## src/spx_regs.vh

```
// constants of the sram page extension block
// assumes a 32-bit apb slave, register byte address = index * 4
`ifndef SPX_REGS_VH
`define SPX_REGS_VH
`define SPX_IDX_CUR 8'hd0
`define SPX_IDX_STK 8'hd1
`define SPX_IDX_IDX 8'hd3
`define SPX_IDX_MVR 8'hd4
`define SPX_IDX_MVW 8'hd5
`define SPX_IDX_FLG 8'hd8
`define SPX_IDX_SP 8'hd9
`define SPX_PG_RST 3'h0
`define SPX_FLG_RST 8'h00
`define SPX_SP_RST 8'h00
`define SPX_FLG_MODE_HI 7
`define SPX_FLG_MODE_LO 6
`define SPX_K_NORMAL 3'h0
`define SPX_K_INDEXED 3'h1
`define SPX_K_PUSH 3'h2
`define SPX_K_POP 3'h3
`define SPX_K_MVI_RD 3'h4
`define SPX_K_MVI_WR 3'h5
`define SPX_K_IRQ 3'h6
`define SPX_K_INTERRUPT_RETURN_INSTRUCTION 3'h7
`endif

```

## src/spx_page_ext.v

```verilog
// sram page extension: page selection, stack pointer, indirect move sequencing, apb registers
// assumes sram read data is valid the second cycle after mem_valid_ff rises with mem_write_ff low
`timescale 1ns/1ps
`default_nettype none
`include "spx_regs.vh"
module spx_page_ext #(
    parameter PAGE_W = 3
) (
    input wire clk_sys,
    input wire rst,
    input wire psel,
    input wire penable,
    input wire pwrite,
    input wire [11:0] paddr,
    input wire [31:0] pwdata,
    output reg [31:0] prdata_ff,
    output reg pready_ff,
    output reg pslverr_ff,
    input wire acc_valid,
    input wire [2:0] acc_kind,
    input wire acc_write,
    input wire [7:0] acc_addr,
    input wire [7:0] acc_wdata,
    output reg acc_ready_ff,
    output reg acc_done_ff,
    output reg [7:0] acc_rdata_ff,
    output reg mem_valid_ff,
    output reg mem_write_ff,
    output reg [PAGE_W+7:0] mem_addr_ff,
    output reg [7:0] mem_wdata_ff,
    input wire [7:0] mem_rdata
);

localparam S_IDLE = 3'h0;
localparam S_MP1 = 3'h1;
localparam S_MP2 = 3'h2;
localparam S_MV = 3'h3;
localparam S_RD1 = 3'h4;
localparam S_RD2 = 3'h5;
localparam S_PW = 3'h6;

reg [PAGE_W-1:0] current_page_pointer_ff;
reg [PAGE_W-1:0] stack_page_pointer_ff;
reg [PAGE_W-1:0] index_page_pointer_ff;
reg [PAGE_W-1:0] move_read_page_pointer_ff;
reg [PAGE_W-1:0] move_write_page_pointer_ff;
reg [7:0] flags_ff;
reg [7:0] stack_pointer_register_ff;
reg [2:0] state_ff;
reg [2:0] op_ff;
reg [7:0] ptr_ff;
reg [7:0] wdata_ff;
reg [7:0] nxt_flags;
reg [7:0] nxt_sp;

wire [1:0] page_mode_bits = flags_ff[`SPX_FLG_MODE_HI:`SPX_FLG_MODE_LO];
wire [7:0] reg_idx = paddr[9:2];
wire apb_setup = psel & ~penable;
wire apb_wr = psel & penable & pready_ff & pwrite & ~pslverr_ff;

// page for normal accesses and move pointer accesses
function [PAGE_W-1:0] normal_page;
    input [1:0] mode;
    input [PAGE_W-1:0] cur;
    begin
        normal_page = mode[1] ? cur : {PAGE_W{1'b0}};
    end
endfunction

// register index decode
function reg_hit;
    input [7:0] idx;
    begin
        if (idx == `SPX_IDX_CUR) reg_hit = 1'b1;
        else if (idx == `SPX_IDX_STK) reg_hit = 1'b1;
        else if (idx == `SPX_IDX_IDX) reg_hit = 1'b1;
        else if (idx == `SPX_IDX_MVR) reg_hit = 1'b1;
        else if (idx == `SPX_IDX_MVW) reg_hit = 1'b1;
        else if (idx == `SPX_IDX_FLG) reg_hit = 1'b1;
        else if (idx == `SPX_IDX_SP) reg_hit = 1'b1;
        else reg_hit = 1'b0;
    end
endfunction

reg [PAGE_W-1:0] idx_page;
always @* begin
    case (page_mode_bits)
        2'b00: idx_page = {PAGE_W{1'b0}};
        2'b10: idx_page = index_page_pointer_ff;
        default: idx_page = stack_page_pointer_ff;
    endcase
end

// value of the addressed register, reserved bits read zero
reg [31:0] reg_rdata;
always @* begin
    reg_rdata = 32'h0;
    if (reg_idx == `SPX_IDX_CUR) reg_rdata[PAGE_W-1:0] = current_page_pointer_ff;
    else if (reg_idx == `SPX_IDX_STK) reg_rdata[PAGE_W-1:0] = stack_page_pointer_ff;
    else if (reg_idx == `SPX_IDX_IDX) reg_rdata[PAGE_W-1:0] = index_page_pointer_ff;
    else if (reg_idx == `SPX_IDX_MVR) reg_rdata[PAGE_W-1:0] = move_read_page_pointer_ff;
    else if (reg_idx == `SPX_IDX_MVW) reg_rdata[PAGE_W-1:0] = move_write_page_pointer_ff;
    else if (reg_idx == `SPX_IDX_FLG) reg_rdata[7:0] = flags_ff;
    else if (reg_idx == `SPX_IDX_SP) reg_rdata[7:0] = stack_pointer_register_ff;
end

wire [PAGE_W-1:0] cur_page = normal_page(page_mode_bits, current_page_pointer_ff);
wire start = (state_ff == S_IDLE) & acc_valid;
wire [7:0] sp_dec = stack_pointer_register_ff - 8'h01;
wire [7:0] sp_inc = stack_pointer_register_ff + 8'h01;
wire [7:0] ptr_inc = mem_rdata + 8'h01;

// address, direction, data and follow-on state of a newly taken access
reg [PAGE_W+7:0] nxt_addr;
reg nxt_write;
reg [7:0] nxt_wdata;
reg [2:0] nxt_state;
always @* begin
    nxt_addr = {cur_page, acc_addr};
    nxt_write = 1'b0;
    nxt_wdata = acc_wdata;
    nxt_state = S_RD1;
    case (acc_kind)
        `SPX_K_NORMAL: begin
            nxt_addr = {cur_page, acc_addr};
            nxt_write = acc_write;
            if (acc_write) nxt_state = S_MV;
        end
        `SPX_K_INDEXED: begin
            nxt_addr = {idx_page, acc_addr};
            nxt_write = acc_write;
            if (acc_write) nxt_state = S_MV;
        end
        `SPX_K_PUSH: begin
            nxt_addr = {stack_page_pointer_ff, stack_pointer_register_ff};
            nxt_write = 1'b1;
            nxt_state = S_MV;
        end
        `SPX_K_IRQ: begin
            nxt_addr = {stack_page_pointer_ff, stack_pointer_register_ff};
            nxt_write = 1'b1;
            nxt_wdata = flags_ff;
            nxt_state = S_MV;
        end
        `SPX_K_POP,
        `SPX_K_INTERRUPT_RETURN_INSTRUCTION: nxt_addr = {stack_page_pointer_ff, sp_dec};
        default: begin
            nxt_addr = {cur_page, acc_addr};
            nxt_state = S_MP1;
        end
    endcase
end

// flags and stack pointer: core events win over apb writes
always @* begin
    nxt_flags = flags_ff;
    nxt_sp = stack_pointer_register_ff;
    if (apb_wr && reg_idx == `SPX_IDX_FLG) nxt_flags = pwdata[7:0];
    if (apb_wr && reg_idx == `SPX_IDX_SP) nxt_sp = pwdata[7:0];
    if (start) begin
        case (acc_kind)
            `SPX_K_PUSH: nxt_sp = sp_inc;
            `SPX_K_IRQ: begin
                nxt_sp = sp_inc;
                nxt_flags = `SPX_FLG_RST;
            end
            `SPX_K_POP: nxt_sp = sp_dec;
            `SPX_K_INTERRUPT_RETURN_INSTRUCTION: nxt_sp = sp_dec;
            default: nxt_sp = nxt_sp;
        endcase
    end
    if (state_ff == S_RD2 && op_ff == `SPX_K_INTERRUPT_RETURN_INSTRUCTION) nxt_flags = mem_rdata;
end

// pointer registers and apb answer
always @(posedge clk_sys or posedge rst) begin
    if (rst) begin
        current_page_pointer_ff <= `SPX_PG_RST;
        stack_page_pointer_ff <= `SPX_PG_RST;
        index_page_pointer_ff <= `SPX_PG_RST;
        move_read_page_pointer_ff <= `SPX_PG_RST;
        move_write_page_pointer_ff <= `SPX_PG_RST;
        flags_ff <= `SPX_FLG_RST;
        stack_pointer_register_ff <= `SPX_SP_RST;
        prdata_ff <= 32'h0;
        pready_ff <= 1'b0;
        pslverr_ff <= 1'b0;
    end else begin
        flags_ff <= nxt_flags;
        stack_pointer_register_ff <= nxt_sp;
        pready_ff <= apb_setup;
        pslverr_ff <= apb_setup & ~reg_hit(reg_idx);
        if (apb_wr) begin
            if (reg_idx == `SPX_IDX_CUR) current_page_pointer_ff <= pwdata[PAGE_W-1:0];
            else if (reg_idx == `SPX_IDX_STK) stack_page_pointer_ff <= pwdata[PAGE_W-1:0];
            else if (reg_idx == `SPX_IDX_IDX) index_page_pointer_ff <= pwdata[PAGE_W-1:0];
            else if (reg_idx == `SPX_IDX_MVR) move_read_page_pointer_ff <= pwdata[PAGE_W-1:0];
            else if (reg_idx == `SPX_IDX_MVW) move_write_page_pointer_ff <= pwdata[PAGE_W-1:0];
        end
        prdata_ff <= (apb_setup && !pwrite) ? reg_rdata : 32'h0;
    end
end

// access sequencer toward the sram
always @(posedge clk_sys or posedge rst) begin
    if (rst) begin
        state_ff <= S_IDLE;
        op_ff <= `SPX_K_NORMAL;
        ptr_ff <= 8'h00;
        wdata_ff <= 8'h00;
        acc_ready_ff <= 1'b0;
        acc_done_ff <= 1'b0;
        acc_rdata_ff <= 8'h00;
        mem_valid_ff <= 1'b0;
        mem_write_ff <= 1'b0;
        mem_addr_ff <= {(PAGE_W+8){1'b0}};
        mem_wdata_ff <= 8'h00;
    end else begin
        mem_valid_ff <= 1'b0;
        acc_done_ff <= 1'b0;
        acc_ready_ff <= 1'b0;
        case (state_ff)
            S_IDLE: begin
                acc_ready_ff <= ~acc_valid;
                if (acc_valid) begin
                    op_ff <= acc_kind;
                    wdata_ff <= acc_wdata;
                    mem_valid_ff <= 1'b1;
                    mem_write_ff <= nxt_write;
                    mem_addr_ff <= nxt_addr;
                    mem_wdata_ff <= nxt_wdata;
                    state_ff <= nxt_state;
                end
            end
            S_MP1: state_ff <= S_MP2;
            S_MP2: begin
                ptr_ff <= mem_rdata;
                mem_valid_ff <= 1'b1;
                mem_write_ff <= 1'b1;
                mem_wdata_ff <= ptr_inc;
                state_ff <= S_PW;
            end
            // move data access uses the pointer as read, before its increment
            S_PW: begin
                mem_valid_ff <= 1'b1;
                mem_wdata_ff <= wdata_ff;
                if (op_ff == `SPX_K_MVI_RD) begin
                    mem_addr_ff <= {move_read_page_pointer_ff, ptr_ff};
                    mem_write_ff <= 1'b0;
                    state_ff <= S_RD1;
                end else begin
                    mem_addr_ff <= {move_write_page_pointer_ff, ptr_ff};
                    mem_write_ff <= 1'b1;
                    state_ff <= S_MV;
                end
            end
            S_MV: begin
                acc_done_ff <= 1'b1;
                acc_ready_ff <= 1'b1;
                state_ff <= S_IDLE;
            end
            S_RD1: state_ff <= S_RD2;
            S_RD2: begin
                acc_rdata_ff <= mem_rdata;
                acc_done_ff <= 1'b1;
                acc_ready_ff <= 1'b1;
                state_ff <= S_IDLE;
            end
            default: state_ff <= S_IDLE;
        endcase
    end
end

endmodule // spx_page_ext
`default_nettype wire

```

## config.mk

```make
export PLATFORM = sky130hd
export DESIGN_NAME = spx_page_ext
export DESIGN_NICKNAME = d
export VERILOG_FILES = /design/src/spx_page_ext.v
export VERILOG_INCLUDE_DIRS = /design/src
export SDC_FILE = /design/constraint.sdc
export NUM_CORES = 1
export LEC_CHECK = 0
export ABC_AREA = 1
export BUFFER_PORTS_ARGS = -buffer_cell sky130_fd_sc_hd__buf_2
export CELL_PAD_IN_SITES_DETAIL_PLACEMENT = 0
export CELL_PAD_IN_SITES_GLOBAL_PLACEMENT = 1
export CORE_MARGIN = 2
export CORE_UTILIZATION = 38
export DETAILED_ROUTE_END_ITERATION = 7
export PLACE_DENSITY = 0.87
export SYNTH_ARGS = -nofsm -noshare
export SYNTH_HDL_FRONTEND = slang
export SYNTH_SLANG_ARGS = --single-unit
```

## constraint.sdc

```tcl
create_clock -name clk_sys -period 2.7 [get_ports clk_sys]
set_input_delay 0 -clock clk_sys [delete_from_list [all_inputs] [get_ports clk_sys]]
set_output_delay 0 -clock clk_sys [all_outputs]
set_load 0.03 [all_outputs]
```

; Word-level counts from Yosys, hierarchy flattened
; Index checks and enable logic that the tools add are counted.
[op_classes]
addsub = 3
mul = 0
n_div = 0
order_cmp = 0
eq_ne = 22
shift = 0
n_mux = 49
n_bitwise = 15
reduce_logical = 23
[ops]
columns = cell, n
row1 = 8-bit 2-to-1 mux, 11
row2 = 8-bit equality test (second input constant), 7
row3 = 11-bit case mux with 3 select lines, 1
row4 = 3-bit 2-to-1 mux, 9
row5 = 5-bit 2-to-1 mux, 5
row6 = 8-bit case mux with 3 select lines, 1
row7 = 11-bit 2-to-1 mux, 2
row8 = 11-bit case mux with 2 select lines, 1
row9 = 3-bit equality test (second input constant), 7
row10 = 8-bit by 1-bit adder with 8-bit output (second input constant), 2
row11 = 8-bit case mux with 2 select lines, 1
row12 = 3-bit case mux with 5 select lines, 1
row13 = 3-bit by 2-bit equality test with 1-bit output (second input constant), 4
row14 = 1-bit 2-to-1 mux, 11
row15 = 2-bit OR reduction, 5
row16 = 3-bit case mux with 3 select lines, 1
row17 = 1-bit inverter, 8
row18 = 2-bit AND reduction, 4
row19 = 8-bit by 1-bit subtractor with 8-bit output (second input constant), 1
row20 = 1-bit bitwise AND, 7
row21 = 3-bit by 1-bit equality test with 1-bit output (second input constant), 2
row22 = 3-bit zero test, 2
row23 = 1-bit case mux with 2 select lines, 3
row24 = 3-bit case mux with 2 select lines, 1
row25 = 12 further kinds, 15
[totals]
register_bits = 94
latch_bits = 0
ramBits = 0
rom_bits = 0
in_bits = 78
output_inout_bits = 65
mem_count = 0

; Longest topological paths before layout
; Gate-level depths: netlist of run 1.
[depth]
ltp_word = 10
depth_mapped = 11
ltp_nobuf = 10

; Worst setup path after synthesis of run 1
; Ideal clock, no wire load.
[synth_path]
path_kind = reg2reg
startpoint = register state_ff[0]
endpoint = register mem_addr_ff[6]
arrival_time_ps = 1376
setup_slack_ps = 1206
path_stages_with_launch = 9
n_path_buf = 2
synth_period_minus_slack_ps = 1494
cell_sequence = dfrtp_1 > buf_6 > nor3_2 > nand2_2 > nand2_4 > buf_6 > nand2_1 > o21bai_1 > inv_1
[synth_via]
elab_chain_len = 3
elab_cells_between_ends = 6
classes_between = eq/ne: 2 / mux: 1 / reduce/logical: 3
[synth_lines]
columns = item, line
row1 = from (decl), spx_page_ext.v:49  ; reg [2:0] state_ff;
row2 = from (signal assigned), spx_page_ext.v:232  ; state_ff <= nxt_state;
row3 = 3-bit equality test / 3-bit zero test (equally long branches), spx_page_ext.v:222  ; case (state_ff)
row4 = 2-bit nonzero test (no line) / 2-bit != test (equally long branches), n/a
row5 = 2-bit AND reduction (no line), n/a
row6 = to (signal assigned), spx_page_ext.v:216  ; mem_addr_ff <= {(PAGE_W+8){1'b0}};
row7 = to (signal assigned), spx_page_ext.v:230  ; mem_addr_ff <= nxt_addr;
row8 = to (signal assigned), spx_page_ext.v:248  ; mem_addr_ff <= {move_read_page_pointer_ff, ptr_ff};
row9 = to (decl), spx_page_ext.v:29  ; output reg [PAGE_W+7:0] mem_addr_ff,
; Several ways; a longest one is shown, not always the timed one.
; A chain may end at the register's enable or synchronous reset.

; Final worst setup path of run 1
[layout_path]
startpoint = input acc_kind[0]
endpoint = register mem_wdata_ff[3]
[layout_via]
elab_chain_len = 4
[layout_lines]
columns = item, line
row1 = from (decl), spx_page_ext.v:20  ; input wire [2:0] acc_kind,
row2 = 3-bit equality test, spx_page_ext.v:123  ; case (acc_kind)
row3 = 8-bit 2-to-1 mux, spx_page_ext.v:123
row4 = 8-bit 2-to-1 mux, spx_page_ext.v:225  ; if (acc_valid) begin
row5 = 8-bit case mux with 3 select lines, spx_page_ext.v:222
row6 = to (signal assigned), spx_page_ext.v:231  ; mem_wdata_ff <= nxt_wdata;
row7 = to (signal assigned), spx_page_ext.v:240  ; mem_wdata_ff <= ptr_inc;
row8 = to (signal assigned), spx_page_ext.v:246  ; mem_wdata_ff <= wdata_ff;
row9 = to (decl), spx_page_ext.v:30  ; output reg [7:0] mem_wdata_ff,
; Every way passes these cells. The select of a mux whose other input is x is not followed.

==> results of run 1 <==
## synthesized netlist by cell type, types with 5 or more instances
cell type	instances
dfrtp_1	94
o22ai_1	9
o21ai_0	85
buf_4	26
nand3_1	44
nand2_1	172
buf_2	7
nor2_1	57
inv_2	5
inv_1	74
o211ai_1	18
nand4_1	7
nor3_1	5
a21oi_1	34
## area by class of cell
class | count | area share [%]
sequential | 94 | 37.4
multi-input combinational | 495 | 38.0
inverter | 81 | 4.93
timing repair buffer | 116 | 11.3
clock buffer | 9 | 3.58
clock inverter | 7 | 1.27
tap | 176 | 3.50
## registers in the layout, indices dropped and copies added, names as in the netlist, 8 cells and up
name                       cells
stack_pointer_register_ff      8
prdata_ff                      8
mem_addr_ff                   11
flags_ff                       8
acc_rdata_ff                   8
ptr_ff                         8
mem_wdata_ff                   8
wdata_ff                       8
## how the worst min path moves through the flow
stage / cells after the start / slack [ns] / end / from
floorplan: 1 / 0.08 / pready_ff$_DFF_PP0_ / penable
global placement: 2 / 0.13 / mem_wdata_ff[4]$_DFFE_PP0P_ / rst
detailed placement: 2 / 0.13 / mem_wdata_ff[4]$_DFFE_PP0P_ / rst
CTS: 3 / 0.0008 / state_ff[2]$_DFFE_PP0N_ / acc_valid
global route: 3 / 0.03 / state_ff[2]$_DFFE_PP0N_ / acc_valid
finish: 3 / -0.01 / state_ff[2]$_DFFE_PP0N_ / acc_valid
## power groups by stage
stage	clock network, mW	logic, mW	registers (mW)
2_1_floorplan	0	1.51	2.66
6_report	1.33	2.51	2.35
4_1_cts	1.35	2.51	2.34
5_1_grt	1.40	2.79	2.40
3_3_place_gp	0	2.43	2.36
3_5_place_dp	0	2.47	2.36
## through the flow
step           area [um2]  setup WS [ns]  cells  utilization [%]  hold WS (ns)
2_1_floorplan        5350          0.251    712                -        0.0777
3_3_place_gp         5770          0.752    940             43.0         0.126
3_5_place_dp         5770          0.775    940             43.0         0.131
4_1_cts              6290          0.751    978             47.0      0.000780
5_1_grt              6290          0.563    978             47.0        0.0276
6_report             6290          0.706    978             47.0       -0.0136
## layout by cell type, fill, tap and decap left out, types with 22 or more instances in the layout
| cell type | count |
|---|---|
| a21oi_1 | 34 |
| o21ai_0 | 85 |
| nand2_1 | 172 |
| conb_1 | 24 |
| buf_2 | 90 |
| inv_1 | 73 |
| dfrtp_1 | 94 |
| nor2_1 | 57 |
| nand3_1 | 44 |
| dlygate4sd3_1 | 22 |
## logic make-up (layout without fill, tap and decap cells)
group	count (synthesis)	count (layout)	synth area share, %
AO/OA/AOI/OAI	163	163	17.5
flip-flops	94	94	44.7
AND/OR/NAND/NOR	303	303	25.2
buffers and inverters	123	213	11.5
XOR/XNOR	2	2	0.333
adder cells (fa/ha/maj)	3	3	0.714
other	1	24	0.0713
## layer usage
metal / track usage [%] / vias to the layer above
li1: - / 2444
met1: 30.8 / 2298
met2: 34.0 / 194
met3: 4.45 / 17
met4: 5.60 / 0
met5: 0 / -
## tightest hold or removal path, stage by stage
cell    delay, ns
buf_2        0.11
nor2_1       0.08
nor2_1       0.11
==> impl_metrics.py, run 1 <==
metrics = {
    "floorplan": {
        "die_width_um": 122,
        "fp.coreArea_um2": 13400,
        "die_h_um": 122,
        "dieArea_um2": 14800,
        "num_rows": 42,
        "initial_core_util_pct": 39.3,
        "ios": 143,
    },
    "detailed_routing": {
        "drc": 0,
        "drt_iter0_markers": 466,
        "wl_met3_mm": 1.13,
        "drt_wl_total_mm": 15.5,
        "met2_length_mm": 6.97,
        "routed_via_density": 5.06,
        "wl_met1_mm": 7.10,
        "vias": 4953,
        "firstDrtPassIters": 5,
        "ant_nets": 0,
        "routedWlPerCell_um": 15.8,
        "highest_layer": "met4",
    },
    "placement": {
        "dp_hpwl_mm": 11.4,
        "port_buffers": 90,
        "routabilityCongestion": 0.892,
    },
    "pwr": {
        "power.total_mw": 6.19,
        "p_clk_share_pct": 21.5,
        "internal_power_mw": 3.43,
        "pwr_density_cell_nw_per_um2": 984,
        "pwr-share-seq_pct": 38.0,
        "p_comb_share_pct": 40.6,
        "ir_drop_v": 0.000792,
        "power.leakage_nw": 3.10,
        "switching_share_pct": 44.6,
        "p_sw_mw": 2.76,
    },
    "synth": {
        "synth.avg_cell_area_um2": 7.64,
        "synth_ff_type": "dfrtp_1",
        "synth-seq-area-share_pct": 44.7,
        "syn_area_um2": 5260,
        "yosys_warnings": 0,
        "synth_cell_types": 39,
        "ys_ff_latch": 94,
        "synth_top_area_share_pct": 44.7,
        "syn_inst": 689,
        "synth-edff-count": 0,
        "synth_area_leaders": "dfrtp_1 45%, nand2_1 12%, o21ai_0 8.1%",
        "async_flop_share_pct": 100,
        "yosys.area.top_type": "dfrtp_1",
    },
    "clock_tree": {
        "cts_buffers": 9,
        "insertion_delay_ns": 0.35,
        "cts.clk_slew.worst_paths_ns": 0.07,
        "hold_buffers": 22,
        "post-cts-setup-buffer-count": 0,
        "cts.path.max_buffers": 2,
        "clk_root_buffer_cell": "clkbuf_16",
        "post_cts_resized": 0,
        "h-tree-depth": 3,
        "cts_tree": "yes",
        "clock-sinks": 94,
    },
    "setup_path": {
        "cp-start-kind": "input pin",
        "cp_top_family": "buffers and inverters",
        "critPathMostFrequentCell": "inv_1",
        "endpoint_kind": "flop",
        "cp_max_fo": 11,
        "critPathMaxStageDelay_ns": 0.56,
        "cp_num_buf_inv": 5,
        "crit_chain": "dlygate4sd3_1, buf_2, inv_1, nand2_1, inv_1, nand2_1, o21ai_0, nand4_1, o21ai_0, inv_1",
        "worstSetupStartpoint": "acc_kind[0]",
        "critPathArrivalTime_ns": 2.23,
        "r2r_cells": 7,
        "cp.depth": 10,
        "cp.required_ns": 2.93,
        "cp_slowest_cell": "dlygate4sd3_1",
        "r2r_setup_slack_ns": 0.71,
        "crit_end": "mem_wdata_ff[3]$_DFFE_PP0P_",
        "crit_type": "input pin to flop",
        "r2r_end": "stack_pointer_register_ff[0]$_DFF_PP0_",
        "r2r-start": "state_ff[0]$_DFFE_PP0N_",
    },
    "cells_and_area": {
        "multi_input_area_um2": 2390,
        "nets": 878,
        "fillers": 1373,
        "final_layout_size_suffix_gt1_share_pct": 16.8,
        "final-seq-area_um2": 2350,
        "diodes": 0,
        "area_growth_pct": 19.6,
    },
    "global_route": {
        "antenna_found_initial": 1,
        "overflow": 0,
        "grt_usage_pct": 21.7,
        "grt_max_degree": 57,
        "grt_pass1_wl_mm": 24.7,
        "grt_pass1_vias": 4700,
    },
    "timing": {
        "finalSetupTns_ns": 0,
        "hold_viol": 1,
        "layout_min_cycle_time_ns": 1.99,
        "setup_viol": 0,
        "slew_headroom_pct": 51.0,
        "slew_viol_final": 0,
        "rsz0062_at_grt": "no",
        "skew_ns": 0.00936,
        "max_slew.worst_pin.slew_ns": 0.734,
        "timing.fmax_ghz": 0.502,
        "holdWs_ns": -0.0136,
        "finalCritPeriodShare_pct": 73.8,
    },
    "outcome": {
        "violations": "hold timing",
        "status": "complete, but fails checks",
    },
    "min_path": {
        "hp-class": "input pin to flop",
    },
    "job": {
        "maxCapViolCount": 0,
    },
}
(Power assumes the default switching activity.)
==> run 2: changes to the inputs <==
==> constraint.sdc (replaced) <==
create_clock -name clk_sys -period 1.9 [get_ports clk_sys]
set_input_delay 0 -clock clk_sys [delete_from_list [all_inputs] [get_ports clk_sys]]
set_output_delay 0 -clock clk_sys [all_outputs]
set_load 0.03 [all_outputs]
==> impl_metrics.py, run 2 (synthesis results as in run 1) <==
metrics = {
    "outcome": {
        "status": "finished, final reports clean",
    },
    "timing": {
        "slew_headroom_pct": 65.3,
        "rsz0062_at_grt": "no",
        "finalSetupTns_ns": 0,
        "max_slew.worst_pin.slew_ns": 0.516,
        "setup_slack_ns": 0.158,
        "finalCritPeriodShare_pct": 91.7,
        "hold_viol": 0,
        "holdWs_ns": 0.0145,
        "slew_viol_final": 0,
        "timing.fmax_ghz": 0.574,
        "skew_ns": 0.00363,
        "setup_viol": 0,
        "layout_min_cycle_time_ns": 1.74,
    },
    "detailed_routing": {
        "vias": 4913,
        "drt_iter0_markers": 318,
        "firstDrtPassIters": 5,
        "ant_nets": 0,
        "drc": 0,
        "routed_via_density": 4.94,
        "routedWlPerCell_um": 15.3,
        "drt_wl_total_mm": 15.2,
    },
    "clock_tree": {
        "cts.path.max_buffers": 2,
        "clk_root_buffer_cell": "clkbuf_16",
        "cts_buffers": 9,
        "insertion_delay_ns": 0.35,
        "post_cts_resized": 0,
        "cts.clk_slew.worst_paths_ns": 0.07,
        "clock-sinks": 94,
        "h-tree-depth": 3,
        "cts_tree": "yes",
    },
    "setup_path": {
        "cp_max_fo": 15,
        "cp_slowest_cell": "dfrtp_1",
        "endpoint_kind": "flop",
        "crit_chain": "nor3_2, nand2_2, nand2_2, nand3_1, nor2_1, nor2_1",
        "critPathMaxStageDelay_ns": 0.49,
        "crit_type": "flop to flop",
        "cp-start-kind": "flop",
        "cp.required_ns": 2.15,
        "critPathArrivalTime_ns": 1.99,
    },
    "floorplan": {
        "die_h_um": 122,
        "fp.coreArea_um2": 13400,
        "dieArea_um2": 14800,
        "initial_core_util_pct": 39.3,
        "die_width_um": 122,
        "ios": 143,
        "num_rows": 42,
    },
    "cells_and_area": {
        "fillers": 1385,
        "layout_commonest_cell": "nand2_1",
        "largest_reg_flops": 11,
        "final_area_um2": 6430,
        "nets": 895,
        "regMostFlops": "mem_addr_ff",
        "layout_common_cells": "172 x nand2_1, 94 x dfrtp_1, 90 x buf_2, 85 x o21ai_0, 73 x inv_1",
        "area_growth_pct": 22.3,
        "final_util_pct": 48.0,
        "final_layout_size_suffix_gt1_share_pct": 17.7,
        "fin_cells": 995,
        "diodes": 0,
    },
    "global_route": {
        "grt_pass1_vias": 4644,
        "grt_pass1_wl_mm": 24.1,
        "overflow": 0,
        "grt_usage_pct": 21.5,
        "grt_max_degree": 95,
        "antenna_found_initial": 1,
    },
    "job": {
        "maxCapViolCount": 0,
    },
    "placement": {
        "routabilityCongestion": 0.891,
        "dp_hpwl_mm": 11.2,
        "port_buffers": 90,
        "dp_cells": 951,
        "place_ws_ns": 0.170,
        "dpl_cell_area_um2": 5850,
    },
    "min_path": {
        "hp-class": "input pin to flop",
    },
    "pwr": {
        "ir_drop_v": 0.000954,
        "power.leakage_nw": 3.17,
        "pwr_density_cell_nw_per_um2": 1380,
        "power.total_mw": 8.85,
    },
}
==> run 2: what timing repair did <==
item | CTS | global route
buffers inserted | 0 | 0
hold endpoints to repair | 124 | 0
hold buffers | 28 | 0
==> run 2: critical path, delay by kind of cell (launching register included) <==
kind             cells  cell delay (ns)
flip-flops           1             0.49
AND/OR/NAND/NOR      6             1.14
==> run 2: report_power, final <==
group,internal (mW),switching [mW],total [mW]
clock network,1.06,0.789,1.85
logic,1.24,2.47,3.70
registers,2.71,0.594,3.30
==> run 2: final cells by class <==
class,instances,area [um2],share of cell area [%]
Multi-Input combinational cell,495,2390,37.2
Timing Repair Buffer,133,856,13.3
Clock buffer,11,243,3.77
Inverter,81,313,4.86
Sequential cell,94,2350,36.6
Tap cell,176,220,3.42
Clock inverter,5,58.8,0.914
==> run 2: final timing paths <==
kind                                               from                          end  slack (ns)  depth (start not counted)
worst max-delay path            state_ff[0]$_DFFE_PP0N_  mem_wdata_ff[5]$_DFFE_PP0P_        0.16                          6
worst min-delay path                       mem_rdata[1]  acc_rdata_ff[1]$_DFFE_PP0P_        0.01                          3
worst max register to register  state_ff[0]$_DFFE_PP0N_  mem_wdata_ff[5]$_DFFE_PP0P_        0.16                          6
worst min register to register  wdata_ff[6]$_DFFE_PP0P_      wdata_ff[6]$_DFFE_PP0P_        0.48                          2
max in group asynchronous                           rst       prdata_ff[2]$_DFF_PP0_        1.17                          4
min in group asynchronous                           rst  mem_wdata_ff[3]$_DFFE_PP0P_        0.31                          4
==> run 2: routing by layer <==
layer | vias up | track usage, % | share of wire [%] | routed length [um]
li1 | 2480 | - | - | -
met1 | 2249 | 29.9 | 47 | 7150
met2 | 157 | 33.4 | 45 | 6800
met3 | 25 | 5.24 | 6.3 | 953
met4 | 2 | 6.18 | 2.1 | 314
met5 | - | 0 | 0.085 | 13
